**config.mk**
```make
export PLATFORM = sky130hd
export DESIGN_NAME = psa_dev_flat
export DESIGN_NICKNAME = d
export VERILOG_FILES = /design/src/psa_pkg.sv /design/src/psa_if.sv /design/src/psa_dev.sv /design/src/flat_wrapper.sv
export VERILOG_INCLUDE_DIRS = /design/src /design/src/src
export SDC_FILE = /design/constraint.sdc
export NUM_CORES = 1
export LEC_CHECK = 0
export CAP_MARGIN = 0
export CORE_ASPECT_RATIO = 0.75
export CORE_MARGIN = 5
export CORE_UTILIZATION = 42
export DETAILED_ROUTE_END_ITERATION = 10
export DONT_BUFFER_PORTS = 1
export PLACE_DENSITY = 0.58
export SETUP_SLACK_MARGIN = 0.3
export SLEW_MARGIN = 20
export SYNTH_ARGS = -nofsm -noshare
export SYNTH_HDL_FRONTEND = slang
export SYNTH_SLANG_ARGS = --single-unit
```
**constraint.sdc**
```tcl
create_clock -name i_sys_clk -period 9.1 [get_ports i_sys_clk]
set_input_delay 1.82 -clock i_sys_clk [delete_from_list [all_inputs] [get_ports i_sys_clk]]
set_output_delay 1.82 -clock i_sys_clk [all_outputs]
set_load 0.05 [all_outputs]
```
**src/psa_cfg.svh**
```systemverilog
// Purpose: constants for the bus-side arbiter and sideband block
// Assumes: one system clock at 25 MHz
// Notes:   counts are in system clock cycles
`ifndef PSA_CFG_SVH
`define PSA_CFG_SVH
`define PSA_NUM_MASTERS     4
`define PSA_REQ_IDLE_MIN    2
`define PSA_CLK_DIV_FAST    1
`define PSA_CLK_DIV_SLOW    2
`define PSA_STRAP_SETTLE    4
`define PSA_IRQ_SYNC_STAGES 2
`define PSA_ERR_SRC_COUNT   9
`define PSA_ERR_ADDR_PAR    0
`define PSA_ERR_PW_PAR      1
`define PSA_ERR_PW_MABORT   2
`define PSA_ERR_PW_TABORT   3
`define PSA_ERR_PW_DISCARD  4
`define PSA_ERR_DW_DISCARD  5
`define PSA_ERR_DR_DISCARD  6
`define PSA_ERR_DT_TIMEOUT  7
`define PSA_ERR_UPSTREAM    8
`define PSA_SELF_ID         3'h4
`endif

```
**src/psa_pkg.sv**
```systemverilog
// Purpose: shared types for the bus-side arbiter and sideband block
// Assumes: constants header included alongside
// Notes:   types only
package psa_pkg;
   typedef enum logic {PSA_PORT_EEPROM, PSA_PORT_SMBUS} psa_port_e;
   typedef enum logic [1:0] {PSA_ARB_IDLE, PSA_ARB_GRANT, PSA_ARB_BUSY} psa_arb_e;
   typedef logic [3:0] psa_lines_t;
endpackage : psa_pkg

```
**src/psa_if.sv**
```systemverilog
// Purpose: pins between the bridge bus side and an external master group
// Assumes: open-drain error line resolved here from enables
// Notes:   no clocking block
`timescale 1ns/1ns
interface psa_if;
   import psa_pkg::*;
   logic [3:0] req_n;
   logic [3:0] gnt_n;
   logic [3:0] clk_out;
   logic [3:0] clk_oe;
   logic       clk0_fb;
   logic       bus_reset_n;
   logic [3:0] irq_n;
   logic       fast_bus_strap;
   logic       serial_port_select_strap;
   logic       reserved_mode_strap;
   logic       dev_serr_oe;
   logic       host_serr_oe;
   logic       system_error_n;
   logic       frame_n;
   logic       irdy_n;
   // wired-and of open-drain drivers
   assign system_error_n = ~(dev_serr_oe | host_serr_oe);
   modport dev  (input req_n, clk0_fb, irq_n, fast_bus_strap, serial_port_select_strap,
                 reserved_mode_strap, system_error_n, frame_n, irdy_n,
                 output gnt_n, clk_out, clk_oe, bus_reset_n, dev_serr_oe);
   modport host (input gnt_n, clk_out, clk_oe, bus_reset_n, system_error_n,
                 output req_n, clk0_fb, irq_n, fast_bus_strap, serial_port_select_strap,
                 reserved_mode_strap, host_serr_oe, frame_n, irdy_n);
endinterface : psa_if

```
**src/psa_dev.sv**
```systemverilog
// Purpose: bus-side arbiter, clocks, straps and error line of the bridge
// Assumes: bus clock outputs derived by enable divider from i_sys_clk
// Notes:   straps caught after reset release
`timescale 1ns/1ns
`include "psa_cfg.svh"
module psa_dev #(
   parameter int NUM_MASTERS = `PSA_NUM_MASTERS
) (
   input  wire logic                 i_sys_clk,
   input  wire logic                 i_arst_n,
   psa_if.dev                        bus,
   input  wire logic                 i_ext_arbiter,
   input  wire logic                 i_feedback_mode,
   input  wire logic                 i_serr_enable,
   input  wire logic [8:0]           i_err_events,
   input  wire logic                 i_self_request,
   input  wire logic                 i_bus_reset_req,
   input  wire logic [2:0]           i_general_output,
   output logic      [2:0]           o_general_input,
   output logic                      o_self_granted,
   output logic                      o_park_drive,
   output logic      [3:0]           o_irq_level,
   output logic                      o_fast_bus,
   output psa_pkg::psa_port_e        o_serial_port,
   output logic                      o_clock_run_mode,
   output logic                      o_strap_fault
);
   import psa_pkg::*;

   function automatic logic [2:0] next_owner(input logic [2:0] last, input logic [4:0] req);
      logic [2:0] cand;
      next_owner = `PSA_SELF_ID;
      for (int k = 5; k >= 1; k--) begin
         cand = 3'((32'(last) + k) % 5);
         if (req[cand]) next_owner = cand;
      end
   endfunction : next_owner

   psa_arb_e   arb_reg;
   logic [2:0] owner_reg;
   logic [3:0] gnt_reg;
   logic       ext_req_reg;
   logic [2:0] gpo_reg;
   logic [2:0] gpi_reg;
   logic       serr_reg;
   logic [3:0] irq_s1_reg;
   logic [3:0] irq_s2_reg;
   logic [1:0] div_reg;
   logic [3:0] clk_reg;
   logic [2:0] settle_reg;
   logic       strap_done_reg;
   logic       clkrun_reg;
   logic       fast_reg;
   logic       port_reg;
   logic       reset_out_reg;
   logic       park_reg;
   logic       self_gnt_reg;
   logic [4:0] req_vec;
   logic       bus_idle;

   assign req_vec  = {i_self_request, ~bus.req_n};
   assign bus_idle = bus.frame_n & bus.irdy_n;

   always_ff @(posedge i_sys_clk or negedge i_arst_n) begin
      if (!i_arst_n) begin
         arb_reg   <= PSA_ARB_IDLE;
         owner_reg <= `PSA_SELF_ID;
      end else begin
         case (arb_reg)
            PSA_ARB_IDLE: begin
               if (!i_ext_arbiter && bus_idle) begin
                  owner_reg <= next_owner(owner_reg, req_vec);
                  arb_reg   <= PSA_ARB_GRANT;
               end
            end
            PSA_ARB_GRANT: begin
               if (!bus_idle) arb_reg <= PSA_ARB_BUSY;
               else if (owner_reg == `PSA_SELF_ID || !req_vec[owner_reg]) arb_reg <= PSA_ARB_IDLE;
            end
            PSA_ARB_BUSY: begin
               // only re-arbitrate once the transaction ends
               if (bus_idle) arb_reg <= PSA_ARB_IDLE;
            end
            default: arb_reg <= PSA_ARB_IDLE;
         endcase
      end
   end

   always_ff @(posedge i_sys_clk or negedge i_arst_n) begin
      if (!i_arst_n) gnt_reg <= 4'h0;
      else if (i_ext_arbiter || arb_reg == PSA_ARB_IDLE) gnt_reg <= 4'h0;
      else if (owner_reg < 3'(NUM_MASTERS)) gnt_reg <= 4'h1 << owner_reg[1:0];
      else gnt_reg <= 4'h0;
   end

   always_ff @(posedge i_sys_clk or negedge i_arst_n) begin
      if (!i_arst_n) begin
         park_reg     <= 1'b0;
         self_gnt_reg <= 1'b0;
      end else begin
         park_reg     <= !i_ext_arbiter && gnt_reg == 4'h0 && bus_idle && reset_out_reg;
         self_gnt_reg <= i_ext_arbiter ? !bus.req_n[0] : owner_reg == `PSA_SELF_ID;
      end
   end

   // request out on grant line zero
   always_ff @(posedge i_sys_clk or negedge i_arst_n) begin
      if (!i_arst_n) begin
         ext_req_reg <= 1'b0;
         gpo_reg     <= 3'h0;
         gpi_reg     <= 3'h0;
      end else begin
         ext_req_reg <= i_self_request;
         gpo_reg     <= i_general_output;
         gpi_reg     <= i_ext_arbiter ? ~bus.req_n[3:1] : 3'h0;
      end
   end

   assign bus.gnt_n = i_ext_arbiter ? ~{gpo_reg, ext_req_reg} : ~gnt_reg;

   always_ff @(posedge i_sys_clk or negedge i_arst_n) begin
      if (!i_arst_n) serr_reg <= 1'b0;
      else serr_reg <= i_serr_enable && |i_err_events;
   end

   assign bus.dev_serr_oe = serr_reg;

   always_ff @(posedge i_sys_clk or negedge i_arst_n) begin
      if (!i_arst_n) begin
         irq_s1_reg <= 4'h0;
         irq_s2_reg <= 4'h0;
      end else begin
         irq_s1_reg <= ~bus.irq_n;
         irq_s2_reg <= irq_s1_reg;
      end
   end

   always_ff @(posedge i_sys_clk or negedge i_arst_n) begin
      if (!i_arst_n) begin
         settle_reg     <= 3'h0;
         strap_done_reg <= 1'b0;
         clkrun_reg     <= 1'b0;
         fast_reg       <= 1'b0;
         port_reg       <= 1'b0;
      end else if (!strap_done_reg) begin
         settle_reg <= settle_reg + 3'h1;
         if (settle_reg == 3'(`PSA_STRAP_SETTLE)) begin
            strap_done_reg <= 1'b1;
            clkrun_reg     <= !bus.req_n[2] && !bus.req_n[3];
            fast_reg       <= bus.fast_bus_strap;
            port_reg       <= bus.serial_port_select_strap;
         end
      end else if (bus.req_n[2] || bus.req_n[3]) begin
         // strap must stay low; drop the mode if released
         clkrun_reg <= 1'b0;
      end
   end

   always_ff @(posedge i_sys_clk or negedge i_arst_n) begin
      if (!i_arst_n) begin
         div_reg <= 2'h0;
         clk_reg <= 4'h0;
      end else begin
         div_reg <= (div_reg >= 2'(fast_reg ? `PSA_CLK_DIV_FAST : `PSA_CLK_DIV_SLOW) - 2'h1)
                    ? 2'h0 : div_reg + 2'h1;
         if (div_reg == 2'h0) clk_reg <= ~clk_reg;
      end
   end

   assign bus.clk_out = {clkrun_reg ? 1'b0 : clk_reg[3],
                         clkrun_reg ? 1'b0 : clk_reg[2], clk_reg[1:0]};
   assign bus.clk_oe  = {1'b1, 1'b1, 1'b1, !i_feedback_mode};

   always_ff @(posedge i_sys_clk or negedge i_arst_n) begin
      if (!i_arst_n) reset_out_reg <= 1'b0;
      else reset_out_reg <= !i_bus_reset_req;
   end
   assign bus.bus_reset_n = reset_out_reg;

   always_ff @(posedge i_sys_clk or negedge i_arst_n) begin
      if (!i_arst_n) begin
         o_general_input  <= 3'h0;
         o_self_granted   <= 1'b0;
         o_park_drive     <= 1'b0;
         o_irq_level      <= 4'h0;
         o_fast_bus       <= 1'b0;
         o_serial_port    <= PSA_PORT_EEPROM;
         o_clock_run_mode <= 1'b0;
         o_strap_fault    <= 1'b0;
      end else begin
         o_general_input  <= gpi_reg;
         o_self_granted   <= self_gnt_reg;
         o_park_drive     <= park_reg;
         o_irq_level      <= irq_s2_reg;
         o_fast_bus       <= fast_reg;
         o_serial_port    <= port_reg ? PSA_PORT_SMBUS : PSA_PORT_EEPROM;
         o_clock_run_mode <= clkrun_reg;
         o_strap_fault    <= bus.reserved_mode_strap;
      end
   end
endmodule : psa_dev

```
**src/flat_wrapper.sv**
```systemverilog
// flat-port wrapper written by rule: the top's interface ports become plain ports
module psa_dev_flat import psa_pkg::*;
#(
   parameter int NUM_MASTERS = `PSA_NUM_MASTERS
)
  (i_sys_clk, i_arst_n, i_ext_arbiter, i_feedback_mode, i_serr_enable, i_err_events, i_self_request, i_bus_reset_req, i_general_output, o_general_input, o_self_granted, o_park_drive, o_irq_level, o_fast_bus, o_serial_port, o_clock_run_mode, o_strap_fault, bus_req_n, bus_clk0_fb, bus_irq_n, bus_fast_bus_strap, bus_serial_port_select_strap, bus_reserved_mode_strap, bus_frame_n, bus_irdy_n, bus_gnt_n, bus_clk_out, bus_clk_oe, bus_bus_reset_n, bus_dev_serr_oe);
  psa_if bus_i ();
  input  wire logic i_sys_clk;
  input  wire logic i_arst_n;
  input  wire logic i_ext_arbiter;
  input  wire logic i_feedback_mode;
  input  wire logic i_serr_enable;
  input  wire logic [8:0] i_err_events;
  input  wire logic i_self_request;
  input  wire logic i_bus_reset_req;
  input  wire logic [2:0] i_general_output;
  output logic      [2:0] o_general_input;
  output logic o_self_granted;
  output logic o_park_drive;
  output logic      [3:0] o_irq_level;
  output logic o_fast_bus;
  output psa_pkg::psa_port_e o_serial_port;
  output logic o_clock_run_mode;
  output logic o_strap_fault;
  input wire logic [$bits(bus_i.req_n)-1:0] bus_req_n;
  input wire logic [$bits(bus_i.clk0_fb)-1:0] bus_clk0_fb;
  input wire logic [$bits(bus_i.irq_n)-1:0] bus_irq_n;
  input wire logic [$bits(bus_i.fast_bus_strap)-1:0] bus_fast_bus_strap;
  input wire logic [$bits(bus_i.serial_port_select_strap)-1:0] bus_serial_port_select_strap;
  input wire logic [$bits(bus_i.reserved_mode_strap)-1:0] bus_reserved_mode_strap;
  input wire logic [$bits(bus_i.frame_n)-1:0] bus_frame_n;
  input wire logic [$bits(bus_i.irdy_n)-1:0] bus_irdy_n;
  output wire logic [$bits(bus_i.gnt_n)-1:0] bus_gnt_n;
  output wire logic [$bits(bus_i.clk_out)-1:0] bus_clk_out;
  output wire logic [$bits(bus_i.clk_oe)-1:0] bus_clk_oe;
  output wire logic [$bits(bus_i.bus_reset_n)-1:0] bus_bus_reset_n;
  output wire logic [$bits(bus_i.dev_serr_oe)-1:0] bus_dev_serr_oe;
  assign bus_i.req_n = bus_req_n;
  assign bus_i.clk0_fb = bus_clk0_fb;
  assign bus_i.irq_n = bus_irq_n;
  assign bus_i.fast_bus_strap = bus_fast_bus_strap;
  assign bus_i.serial_port_select_strap = bus_serial_port_select_strap;
  assign bus_i.reserved_mode_strap = bus_reserved_mode_strap;
  assign bus_i.frame_n = bus_frame_n;
  assign bus_i.irdy_n = bus_irdy_n;
  assign bus_gnt_n = bus_i.gnt_n;
  assign bus_clk_out = bus_i.clk_out;
  assign bus_clk_oe = bus_i.clk_oe;
  assign bus_bus_reset_n = bus_i.bus_reset_n;
  assign bus_dev_serr_oe = bus_i.dev_serr_oe;
  psa_dev #(.NUM_MASTERS(NUM_MASTERS)) u_core (.i_sys_clk(i_sys_clk), .i_arst_n(i_arst_n), .bus(bus_i), .i_ext_arbiter(i_ext_arbiter), .i_feedback_mode(i_feedback_mode), .i_serr_enable(i_serr_enable), .i_err_events(i_err_events), .i_self_request(i_self_request), .i_bus_reset_req(i_bus_reset_req), .i_general_output(i_general_output), .o_general_input(o_general_input), .o_self_granted(o_self_granted), .o_park_drive(o_park_drive), .o_irq_level(o_irq_level), .o_fast_bus(o_fast_bus), .o_serial_port(o_serial_port), .o_clock_run_mode(o_clock_run_mode), .o_strap_fault(o_strap_fault));
endmodule
```
== Yosys cells after proc, flatten, opt, wreduce, memory -nomap -nowiden ==
Index checks and enable logic that the tools add are counted.
Operators by class
  $add $sub $neg: 8
  divide/modulo/power cells: 5
  order comparisons: 8
  eq/ne operators: 8
  shift-type cells: 1
  muxes and demuxes: 37
  bitwise operators: 8
  reductions and logical operators: 25
Operators by type and width (count)
  32-bit by 3-bit modulo with 32-bit output, second input constant: 5
  3-bit by 4-bit < comparator with 1-bit output, second input constant: 6
  4-bit NOT: 5
  1-bit binary-select mux with 3-bit select: 6
  3-bit 2-to-1 mux: 6
  1-bit 2-to-1 mux: 15
  2-bit 2-to-1 mux: 6
  4-bit 2-to-1 mux: 3
  9-bit OR reduction: 1
  3-bit by 2-bit adder with 4-bit output, second input constant: 2
  3-bit by 3-bit adder with 4-bit output, second input constant: 2
  1-bit zero test: 7
  3-bit equality test, second input constant: 2
  1-bit logical AND: 6
  2-bit case mux with 3 select lines: 1
  2-bit AND reduction: 3
  3-bit by 1-bit adder with 4-bit output, second input constant: 1
  2-bit zero test: 2
  4-bit zero test: 1
  2-bit by 1-bit != test with 1-bit output, second input constant: 2
  1-bit by 2-bit << shifter with 4-bit output, first input constant: 1
  3-bit by 1-bit adder with 3-bit output, second input constant: 1
  1-bit logical OR: 3
  3-bit < comparator, second input constant: 1
  12 further kinds: 12
Storage, ports and cells
  register bits after elaboration: 54
  input bits: 33
  output and inout port bits: 27
  word-level logic and storage cells: 127

== Depth between registers and ports, before layout ==
Gate-level depths: netlist of the first run.
  depth in word-level cells: 9
  mapped depth: 18
  depth with buffers taken out: 16

== Worst setup path after synthesis of the first run ==
Ideal clock, no wire load.
  path kind: input to output
  start point: input i_ext_arbiter
  end point: output bus_gnt_n[0]
  data arrival time: 3.035 ns
  required time: 7.280 ns
  slack: 4.245 ns
  stages: 2
  path buffers: 1
  path through: buf_1 -> mux2i_1
On the way
  word-level cells in the longest chain between the ends: 1
Ends and longest elaborated chain
  from (decl): line flat_wrapper.sv:10  | input wire logic i_ext_arbiter;
  4-bit 2-to-1 mux: line psa_dev.sv:119  | assign bus.gnt_n = i_ext_arbiter ? ~{gpo_reg, ext_req_reg} : ~gnt_reg;
  to (decl): line flat_wrapper.sv:33  | output wire logic [$bits(bus_i.gnt_n)-1:0] bus_gnt_n;
Every way passes these cells.

== Worst setup path in the final report of the first run ==
  start point: register u_core.owner_reg[1]
  end point: register u_core.owner_reg[1]
On the way
  word-level cells in the longest chain between the ends: 9
  elaborated cells between the ends (all ways): 25
  those cells by class: 5 x add/sub; 5 x div; 15 x mux
Ends and longest elaborated chain
  from (decl): line psa_dev.sv:40  | logic [2:0] owner_reg;
  from (signal assigned): line psa_dev.sv:67  | owner_reg <= `PSA_SELF_ID;
  from (signal assigned): line psa_dev.sv:72  | owner_reg <= next_owner(owner_reg, req_vec);
  3-bit by 3-bit adder with 4-bit output: line psa_dev.sv:34  | cand = 3'((32'(last) + k) % 5);
  32-bit by 3-bit modulo with 32-bit output: line psa_dev.sv:34
  1-bit binary-select mux with 3-bit select: line psa_dev.sv:35  | if (req[cand]) next_owner = cand;
  1-bit 2-to-1 mux (not written as such): line psa_dev.sv:35
  3-bit 2-to-1 mux (4 in a row): line psa_dev.sv:35
  3-bit 2-to-1 mux (*): line psa_dev.sv:35
Every way passes the cells marked *; elsewhere a longest branch is shown, timed or not. The select of a mux whose other input is x is not followed.
A chain may end at the register's enable or synchronous reset.

==> flow_summary.yaml, run 1 <==
floorplan:
  design.core.area_sq_um: 8600
  die_x_um: 119.3
  start_util_pct: 43.74
  io-pin-count: 60
  die_area_sq_um: 10970
  rows: 29
  die_h_um: 91.96
critical_path:
  worstPathMaxFanout: 20
  slowest_stage: "ha_1"
  reg2reg_depth: 12
  path_class: "reg -> reg"
  worstPathArrival_ns: 5.13
  r2r_end: "u_core.owner_reg[1]"
  crit_family: "adder cells"
  path_buf_inv: 2
  critPathRequiredTime_ns: 9.24
  worstPathCellList: "inv_1, ha_1, inv_1, ha_1, o21ai_0, o221ai_1, a22o_1, o21ai_0, nor4bb_1, a2111oi_4, o2111ai_1, o221ai_1"
  end_kind: "flop"
  reg2reg_slack_ns: 4.11
  startpoint_type: "flop"
  r2r-start: "u_core.owner_reg[1]"
  cpPeakStageDelay_ns: 0.83
cells_and_area:
  drive_gt1_share_pct: 9.610
  final_nets: 445
  nFillCells: 829
  final_area_sq_um: 3933
  area.sequential_sq_um: 1353
  multi_input_area_sq_um: 2171
  antennaDiodeCount: 0
  area_growth_pct: 4.558
yosys:
  ys_seq_area_share_pct: 35.96
  yosysTopAreaCell: "dfrtp_1"
  yosys.cell_types.count: 71
  synth_edf_count: 0
  postSynthAreaPerCell_sq_um: 9.474
  synth_ff_type: "dfrtp_1"
  yosys_warnings: 0
  synthTopCellsByCount: "dfrtp_1 (53), inv_1 (30), ha_1 (28)"
  syn-cell-area_sq_um: 3761
  yosys-top-cells-area: "dfrtp_1 (35%), ha_1 (9.3%), inv_1 (3.0%), mux2i_1 (2.9%), nor3_1 (2.7%)"
  async_reset_ff_share_pct: 100.0
  yosysMostFrequentCell: "dfrtp_1"
  synth_top_area_share_pct: 35.26
  postSynthCellCount: 397
  ys_seq_elements: 54
clocking:
  postCtsHoldBufs: 0
  path_clk_slew_ns: 0.06
  insertion_delay_ns: 0.29
  cts_max_level: 2
  root_buffer: "clkbuf_16"
  cts_made_buffers: 5
  clkSinkCount: 54
  cts_tree: "done"
  clockBufferDepth: 2
  ctsResizeCount: 0
  post_cts_buffers: 0
global_routing:
  antenna_found_initial: 0
  grt_max_degree: 55
  grt_overflow_total: 0
  grt_pass1_vias: 2687
  grt_pass1_wl_um: 14030
  track_usage_pct: 15.69
timing:
  hold_viol_final: 0
  finalMaxSlewViolations: 0
  rsz0062_at_grt: "false"
  setup_tns_ns: 0
  clock_skew_ns: 0.003491
  tightest_slew_ns: 1.097
  fmax_ghz: 0.2003
  fin_crit_ns: 4.992
  finalCritPeriodShare_pct: 54.85
  slew_headroom_pct: 24.78
  final-setup-viol-count: 0
  whs_ns: 0.3476
job:
  drv_cap: 0
detailed_routing:
  wirelength_um: 8714
  ant_nets: 0
  vias: 2942
  firstDrtPassIters: 4
  drtIter0Drc: 143
  drc_errors: 0
  wl_per_cell_um: 17.68
  via_per_inst: 5.968
worst_hold_path:
  hold_depth: 0
  hold_start: "u_core.irq_s2_reg[2]"
  hold_class: "reg -> reg"
  holdPathEnd: "u_core.o_irq_level[2]"
placement:
  dpl-instance-area_sq_um: 3786
  port_buffers: 0
  dpl.hpwl_um: 6503
  globalplace.congestion: 0.9563
status:
  status: "completed"
final cells by class:
cell class,count,share of cell area [%]
timing repair buffer,2,0.3818
inverter,31,2.959
sequential,54,34.39
multi-input combinational,290,55.20
tap,108,3.436
clock buffer,6,3.277
clock inverter,2,0.3500
cell families after synthesis:
group / after synthesis / synth area share (%)
AOI/OAI and AO/OA: 97 / 19.93
xor gates and xnor gates: 11 / 2.561
adders and majority gates: 28 / 9.315
buffers and inverters: 55 / 6.620
DFF: 54 / 35.96
muxes: 21 / 6.520
other: 1 / 0.09970
and+or+nand+nor: 130 / 19.00
per-stage QoR:
stage                     utilization, %  setup slack, ns  cells
after floorplan                        -            4.245    399
after global placement             44.03            4.226    485
after detailed placement           44.03            4.233    485
after CTS                          45.69            4.220    493
after global routing               45.73            3.753    493
final                              45.73            4.108    493
routing by layer:
layer / global-route usage, % / part of all wire, % / vias up
li1: - / - / 1416
met1: 24.30 / 50 / 1418
met2: 22.90 / 42 / 104
met3: 3.506 / 6.9 / 4
met4: 1.736 / 0.41 / 0
met5: 0 / 0 / -
placed cells by master (no fill, tap or decap), types with 3 or more instances in the layout:
master,instances
and3_1,3
o211a_1,3
and4_1,3
a21o_1,3
nand2_1,24
o21ai_1,4
a211oi_1,4
nand2b_1,7
nor2_1,21
nand3b_1,4
xnor2_1,7
dfrtp_1,53
and2_1,9
nor3b_1,4
a31oi_1,4
a21oi_1,12
nand3_1,8
mux2_2,6
nor3_1,20
o21ai_0,10
inv_1,30
a21oi_2,4
nor4_1,6
o2111ai_1,5
o211ai_1,7
xor2_1,4
o22ai_1,5
o21a_1,3
conb_1,3
clkbuf_16,5
a32oi_1,4
o221ai_1,4
ha_1,28
mux2i_1,10
nor2b_1,9
how the worst max path moves through the flow:
| stage | startpoint | to | slack [ns] | cells after the start |
|---|---|---|---|---|
| floorplan | i_ext_arbiter | bus_gnt_n[0] | 4.25 | 2 |
| global placement | u_core.owner_reg[1] | u_core.owner_reg[1] | 4.23 | 14 |
| detailed placement | u_core.owner_reg[1] | u_core.owner_reg[0] | 4.23 | 12 |
| CTS | u_core.owner_reg[1] | u_core.owner_reg[0] | 4.22 | 12 |
| global route | u_core.owner_reg[1] | u_core.owner_reg[1] | 3.75 | 14 |
| finish | u_core.owner_reg[1] | u_core.owner_reg[1] | 4.11 | 12 |
Power of run 1 is left out: the tool's default activity adds up to more than one toggle a clock period on the data nets, which glitch-free logic cannot reach.
==> run 2: changes to the inputs <==
--- a/config.mk
+++ b/config.mk
@@ -12,7 +12,7 @@
 export CORE_UTILIZATION = 42
 export DETAILED_ROUTE_END_ITERATION = 10
 export DONT_BUFFER_PORTS = 1
-export PLACE_DENSITY = 0.58
+export PLACE_DENSITY = 0.61
 export SETUP_SLACK_MARGIN = 0.3
 export SLEW_MARGIN = 20
 export SYNTH_ARGS = -nofsm -noshare
==> constraint.sdc (replaced) <==
create_clock -name i_sys_clk -period 4.35 [get_ports i_sys_clk]
set_input_delay 0.87 -clock i_sys_clk [delete_from_list [all_inputs] [get_ports i_sys_clk]]
set_output_delay 0.87 -clock i_sys_clk [all_outputs]
set_load 0.05 [all_outputs]
==> run 2 against run 1 <==
Utilization is 1.6 points higher. Cell count is 3.2% higher. Fmax is 31% higher. Setup slack worse by 3.6 ns. Design area is 3.4% higher. Routed wire length is 1.9% higher. Register-to-register slack worse by 3.6 ns. Global-route usage is 0.55 points higher. Clock skew hardly changed. Die area stayed put. Sequential share of layout area is 1.1 points lower.
==> flow_summary.yaml, run 2 (same netlist as run 1, synthesis figures left out) <==
detailed_routing:
  ant_nets: 0
  wirelength_um: 8883
  drtIter0Drc: 244
  vias: 3012
  via_per_inst: 5.917
  wl_per_cell_um: 17.45
  firstDrtPassIters: 5
  drc_errors: 0
critical_path:
  startpoint_type: "flop"
  end_kind: "flop"
  reg2reg_depth: 15
  worstPathArrival_ns: 3.94
  path_class: "reg -> reg"
  critPathRequiredTime_ns: 4.49
  worstPathMaxFanout: 8
global_routing:
  grt_util_met1_pct: 24.58
  met2_usage_pct: 23.70
  grt_pass1_vias: 2765
  met3_usage_pct: 3.998
  grt_pass1_wl_um: 14560
  grt.busiest_layer: "met1"
  grt_overflow_total: 0
  antenna_found_initial: 0
  grt_max_degree: 55
  track_usage_pct: 16.25
status:
  status: "completed"
clocking:
  clockBufferDepth: 2
  path_clk_slew_ns: 0.07
  root_buffer: "clkbuf_16"
  postCtsHoldBufs: 0
  cts_max_level: 2
  clkSinkCount: 54
  cts_made_buffers: 5
  insertion_delay_ns: 0.29
  cts_tree: "done"
placement:
  dpl-instance-area_sq_um: 3884
  globalplace.congestion: 0.8769
  port_buffers: 0
  dpl.hpwl_um: 6665
  post-place-cells: 498
cells_and_area:
  final_cell_mix: "dfrtp_1 (53), inv_1 (30), ha_1 (27)"
  antennaDiodeCount: 0
  layout.cells.non_filler: 509
  final_nets: 461
  final_common_cell: "dfrtp_1"
  drive_gt1_share_pct: 13.72
  area_growth_pct: 8.150
  final_area_sq_um: 4068
  nFillCells: 820
job:
  drv_cap: 0
worst_hold_path:
  hold_class: "in -> async"
timing:
  slew_headroom_pct: 22.84
  hold_viol_final: 0
  finalCritPeriodShare_pct: 87.26
  clock_skew_ns: 0.003762
  fin_crit_ns: 3.796
  tightest_slew_ns: 1.125
  final-setup-viol-count: 0
  fmax_ghz: 0.2634
  finalMaxSlewViolations: 0
  rsz0062_at_grt: "false"
  setup_tns_ns: 0
floorplan:
  design.core.area_sq_um: 8600
  die_h_um: 91.96
  io-pin-count: 60
  die_area_sq_um: 10970
  rows: 29
  die_x_um: 119.3
  start_util_pct: 43.74
==> run 2: cell types whose count changed in the layout (fill, tap and decap cells not counted) <==
cell	delta
xnor2_2	+1
mux2i_1	+1
xnor2_1	-1
inv_6	+2
o21ai_1	+1
clkbuf_1	-1
clkinv_2	-1
buf_4	+16
mux2i_2	-1
ha_1	-1
ha_2	+1
o21ai_0	-1
==> run 2: worst max-delay path, cell delays in order, from the launching register on <==
cell,delay [ns]
dfrtp_1,0.50
inv_1,0.10
ha_1,0.26
ha_1,0.31
inv_1,0.11
ha_1,0.14
inv_1,0.04
ha_1,0.28
nor3b_1,0.33
o2111ai_1,0.16
o211ai_1,0.11
a21oi_1,0.09
a2111o_1,0.46
and2_1,0.22
a221oi_1,0.37
o221ai_1,0.16
==> run 2: what timing repair did <==
| action | 4_1_cts | 5_1_grt |
|---|---|---|
| setup buffers | 0 | 3 |
| resized for setup | 0 | 3 |
| setup endpoints to repair | 0 | 3 |
==> run 2: stage by stage <==
step,util [%],hold WS (ns),worst slack (ns)
floorplan,-,0.3312,0.3263
CTS,46.92,0.2594,0.5312
global placement,45.16,0.3315,0.5431
finish,47.30,0.2666,0.5540
global route,47.30,0.2489,0.3285
detailed placement,45.16,0.3355,0.5494
==> run 2: layout make-up <==
| class | instances | area, sq um | area share, % |
|---|---|---|---|
| inverters | 31 | 116.4 | 2.861 |
| flip-flops and latches | 54 | 1353 | 33.25 |
| clock inverters | 3 | 26.28 | 0.6460 |
| well taps | 108 | 135.1 | 3.322 |
| multi-input cells | 290 | 2177 | 53.52 |
| clock buffers | 5 | 125.1 | 3.076 |
| repair buffers | 18 | 135.1 | 3.322 |
==> run 2: path summary, 6_finish.rpt <==
path | start | to | slack [ns]
max reg2reg | u_core.owner_reg[0] | u_core.owner_reg[1] | 0.55
min in group i_sys_clk | u_core.gpi_reg[1] | u_core.o_general_input[1] | 0.35
min | i_arst_n | u_core.o_serial_port | 0.27
max | u_core.owner_reg[0] | u_core.owner_reg[1] | 0.55
min reg2reg | u_core.gpi_reg[1] | u_core.o_general_input[1] | 0.35
max in group asynchronous | i_arst_n | u_core.owner_reg[2] | 3.90
==> run 2: per-layer routing <==
layer  wire length, um  up-vias
li1                  -     1436
met1              4260     1438
met2              3773      132
met3               786        6
met4                61        0
met5                 0        -
Power of run 2 is left out for the same reason.
==> run 3: changes to the inputs <==
--- a/config.mk
+++ b/config.mk
@@ -9,11 +9,11 @@
 export CAP_MARGIN = 0
 export CORE_ASPECT_RATIO = 0.75
 export CORE_MARGIN = 5
-export CORE_UTILIZATION = 42
+export CORE_UTILIZATION = 40
 export DETAILED_ROUTE_END_ITERATION = 10
 export DONT_BUFFER_PORTS = 1
-export PLACE_DENSITY = 0.61
-export SETUP_SLACK_MARGIN = 0.3
+export PLACE_DENSITY = 0.58
+export SETUP_SLACK_MARGIN = 0.2
 export SLEW_MARGIN = 20
 export SYNTH_ARGS = -nofsm -noshare
 export SYNTH_HDL_FRONTEND = slang
==> run 3 against run 2 <==
Fmax shrank 3.1%. Cell count up 3.9%. Design area increased by 1.1%. Critical path depth did not move. Global-route usage is 0.074 points lower. Critical endpoint is now u_core.owner_reg[0]. Die area up 4.5%. Non-clock buffer count is the same. Via count down 1.4%. Routed wire length up 0.98%. Setup slack got worse by 0.12 ns. First-iteration DRC count shrank 9.8%. Sequential share of layout area shrank 0.37 points.
==> flow_summary.yaml, run 3 (same netlist as run 1, synthesis figures left out) <==
clocking:
  cts_made_buffers: 5
  insertion_delay_ns: 0.29
  cts_tree: "done"
  postCtsHoldBufs: 0
  root_buffer: "clkbuf_16"
  path_clk_slew_ns: 0.07
  cts_max_level: 2
  clockBufferDepth: 2
  clkSinkCount: 54
global_routing:
  grt_overflow_total: 0
  grt_pass1_wl_um: 14540
  antenna_found_initial: 0
  grt_pass1_vias: 2743
  grt_max_degree: 55
  track_usage_pct: 16.17
detailed_routing:
  drtIter0Drc: 220
  wirelength_um: 8970
  ant_nets: 0
  drc_errors: 0
  wl_per_cell_um: 16.96
  firstDrtPassIters: 6
  vias: 2969
  via_per_inst: 5.612
floorplan:
  start_util_pct: 41.23
  die_area_sq_um: 11460
  die_h_um: 93.98
  rows: 30
  die_x_um: 122.0
  design.core.area_sq_um: 9121
  io-pin-count: 60
critical_path:
  reg2reg_slack_ns: 0.43
  startpoint_type: "flop"
  r2r_end: "u_core.owner_reg[0]"
  worstPathArrival_ns: 4.11
  reg2reg_depth: 15
  startpoint: "u_core.owner_reg[0]"
  worstPathMaxFanout: 8
  r2r-start: "u_core.owner_reg[0]"
  end_kind: "flop"
  path_class: "reg -> reg"
  cp-endpoint: "u_core.owner_reg[0]"
  critPathRequiredTime_ns: 4.55
timing:
  hold_viol_final: 0
  tightest_slew_ns: 1.098
  setup_ws_ns: 0.4346
  fmax_ghz: 0.2554
  final-setup-viol-count: 0
  setup_tns_ns: 0
  clock_skew_ns: 0.005502
  rsz0062_at_grt: "false"
  slew_headroom_pct: 24.69
  finalCritPeriodShare_pct: 90.01
  whs_ns: 0.2685
  fin_crit_ns: 3.915
  finalMaxSlewViolations: 0
cells_and_area:
  final_cell_mix: "dfrtp_1 (53), inv_1 (30), ha_1 (26)"
  final_common_cell: "dfrtp_1"
  area_growth_pct: 9.381
  drive_gt1_share_pct: 14.21
  antennaDiodeCount: 0
  final_util_pct: 45.10
  final_nets: 461
placement:
  pre_cts_ws_ns: 0.3695
  dpl.hpwl_um: 6787
  globalplace.congestion: 0.8954
  port_buffers: 0
status:
  status: "completed"
job:
  drv_cap: 0
worst_hold_path:
  hold_class: "in -> async"
-- run 3: how the worst min path moves through the flow --
stage | start | endpoint | slack, ns | depth (start not counted)
floorplan | u_core.irq_s1_reg[0] | u_core.irq_s2_reg[0] | 0.33 | 0
detailed placement | u_core.irq_s1_reg[0] | u_core.irq_s2_reg[0] | 0.33 | 0
CTS | i_arst_n | u_core.o_serial_port | 0.26 | 0
global route | i_arst_n | u_core.div_reg[1] | 0.25 | 0
finish | i_arst_n | u_core.o_serial_port | 0.27 | 0
global placement | u_core.irq_s1_reg[2] | u_core.irq_s2_reg[2] | 0.33 | 0
-- run 3: critical path: stages (launching register included) --
cell and delay, ns:
dfrtp_1 0.51, inv_1 0.27, ha_4 0.24, ha_1 0.30, inv_1 0.11, ha_1 0.15
inv_1 0.04, ha_1 0.29, nor2b_1 0.12, o21ai_1 0.13, a22oi_1 0.27, a31oi_1 0.12
a2111o_1 0.49, a2111oi_4 0.40, nand4_1 0.14, a32oi_1 0.24
-- run 3: area by class of cell --
type	count	area, sq um
fill	893	5007
multi-input combinational	290	2195
sequential	54	1353
tap	128	160.2
clock buffer	6	138.9
timing repair buffer	18	135.1
inverter	31	116.4
clock inverter	2	16.27
-- run 3: what timing repair did --
action                                  in CTS  in global routing
setup buffers                                0                  2
endpoints found under the setup margin       0                  2
gates resized for setup                      0                  5
-- run 3: metrics by stage --
stage / instances / area, sq um
finish: 529 / 4114
global route: 529 / 4114
CTS: 527 / 4071
detailed placement: 519 / 3916
global placement: 519 / 3916
floorplan: 399 / 3770
-- run 3: layer usage --
layer	up-vias	part of all wire (%)	global-route usage (%)
met5	-	0	0
met1	1462	51	24.16
met3	7	5.1	3.492
met2	67	44	24.17
met4	0	0.61	2.705
li1	1433	-	-
Power of run 3 is left out for the same reason.
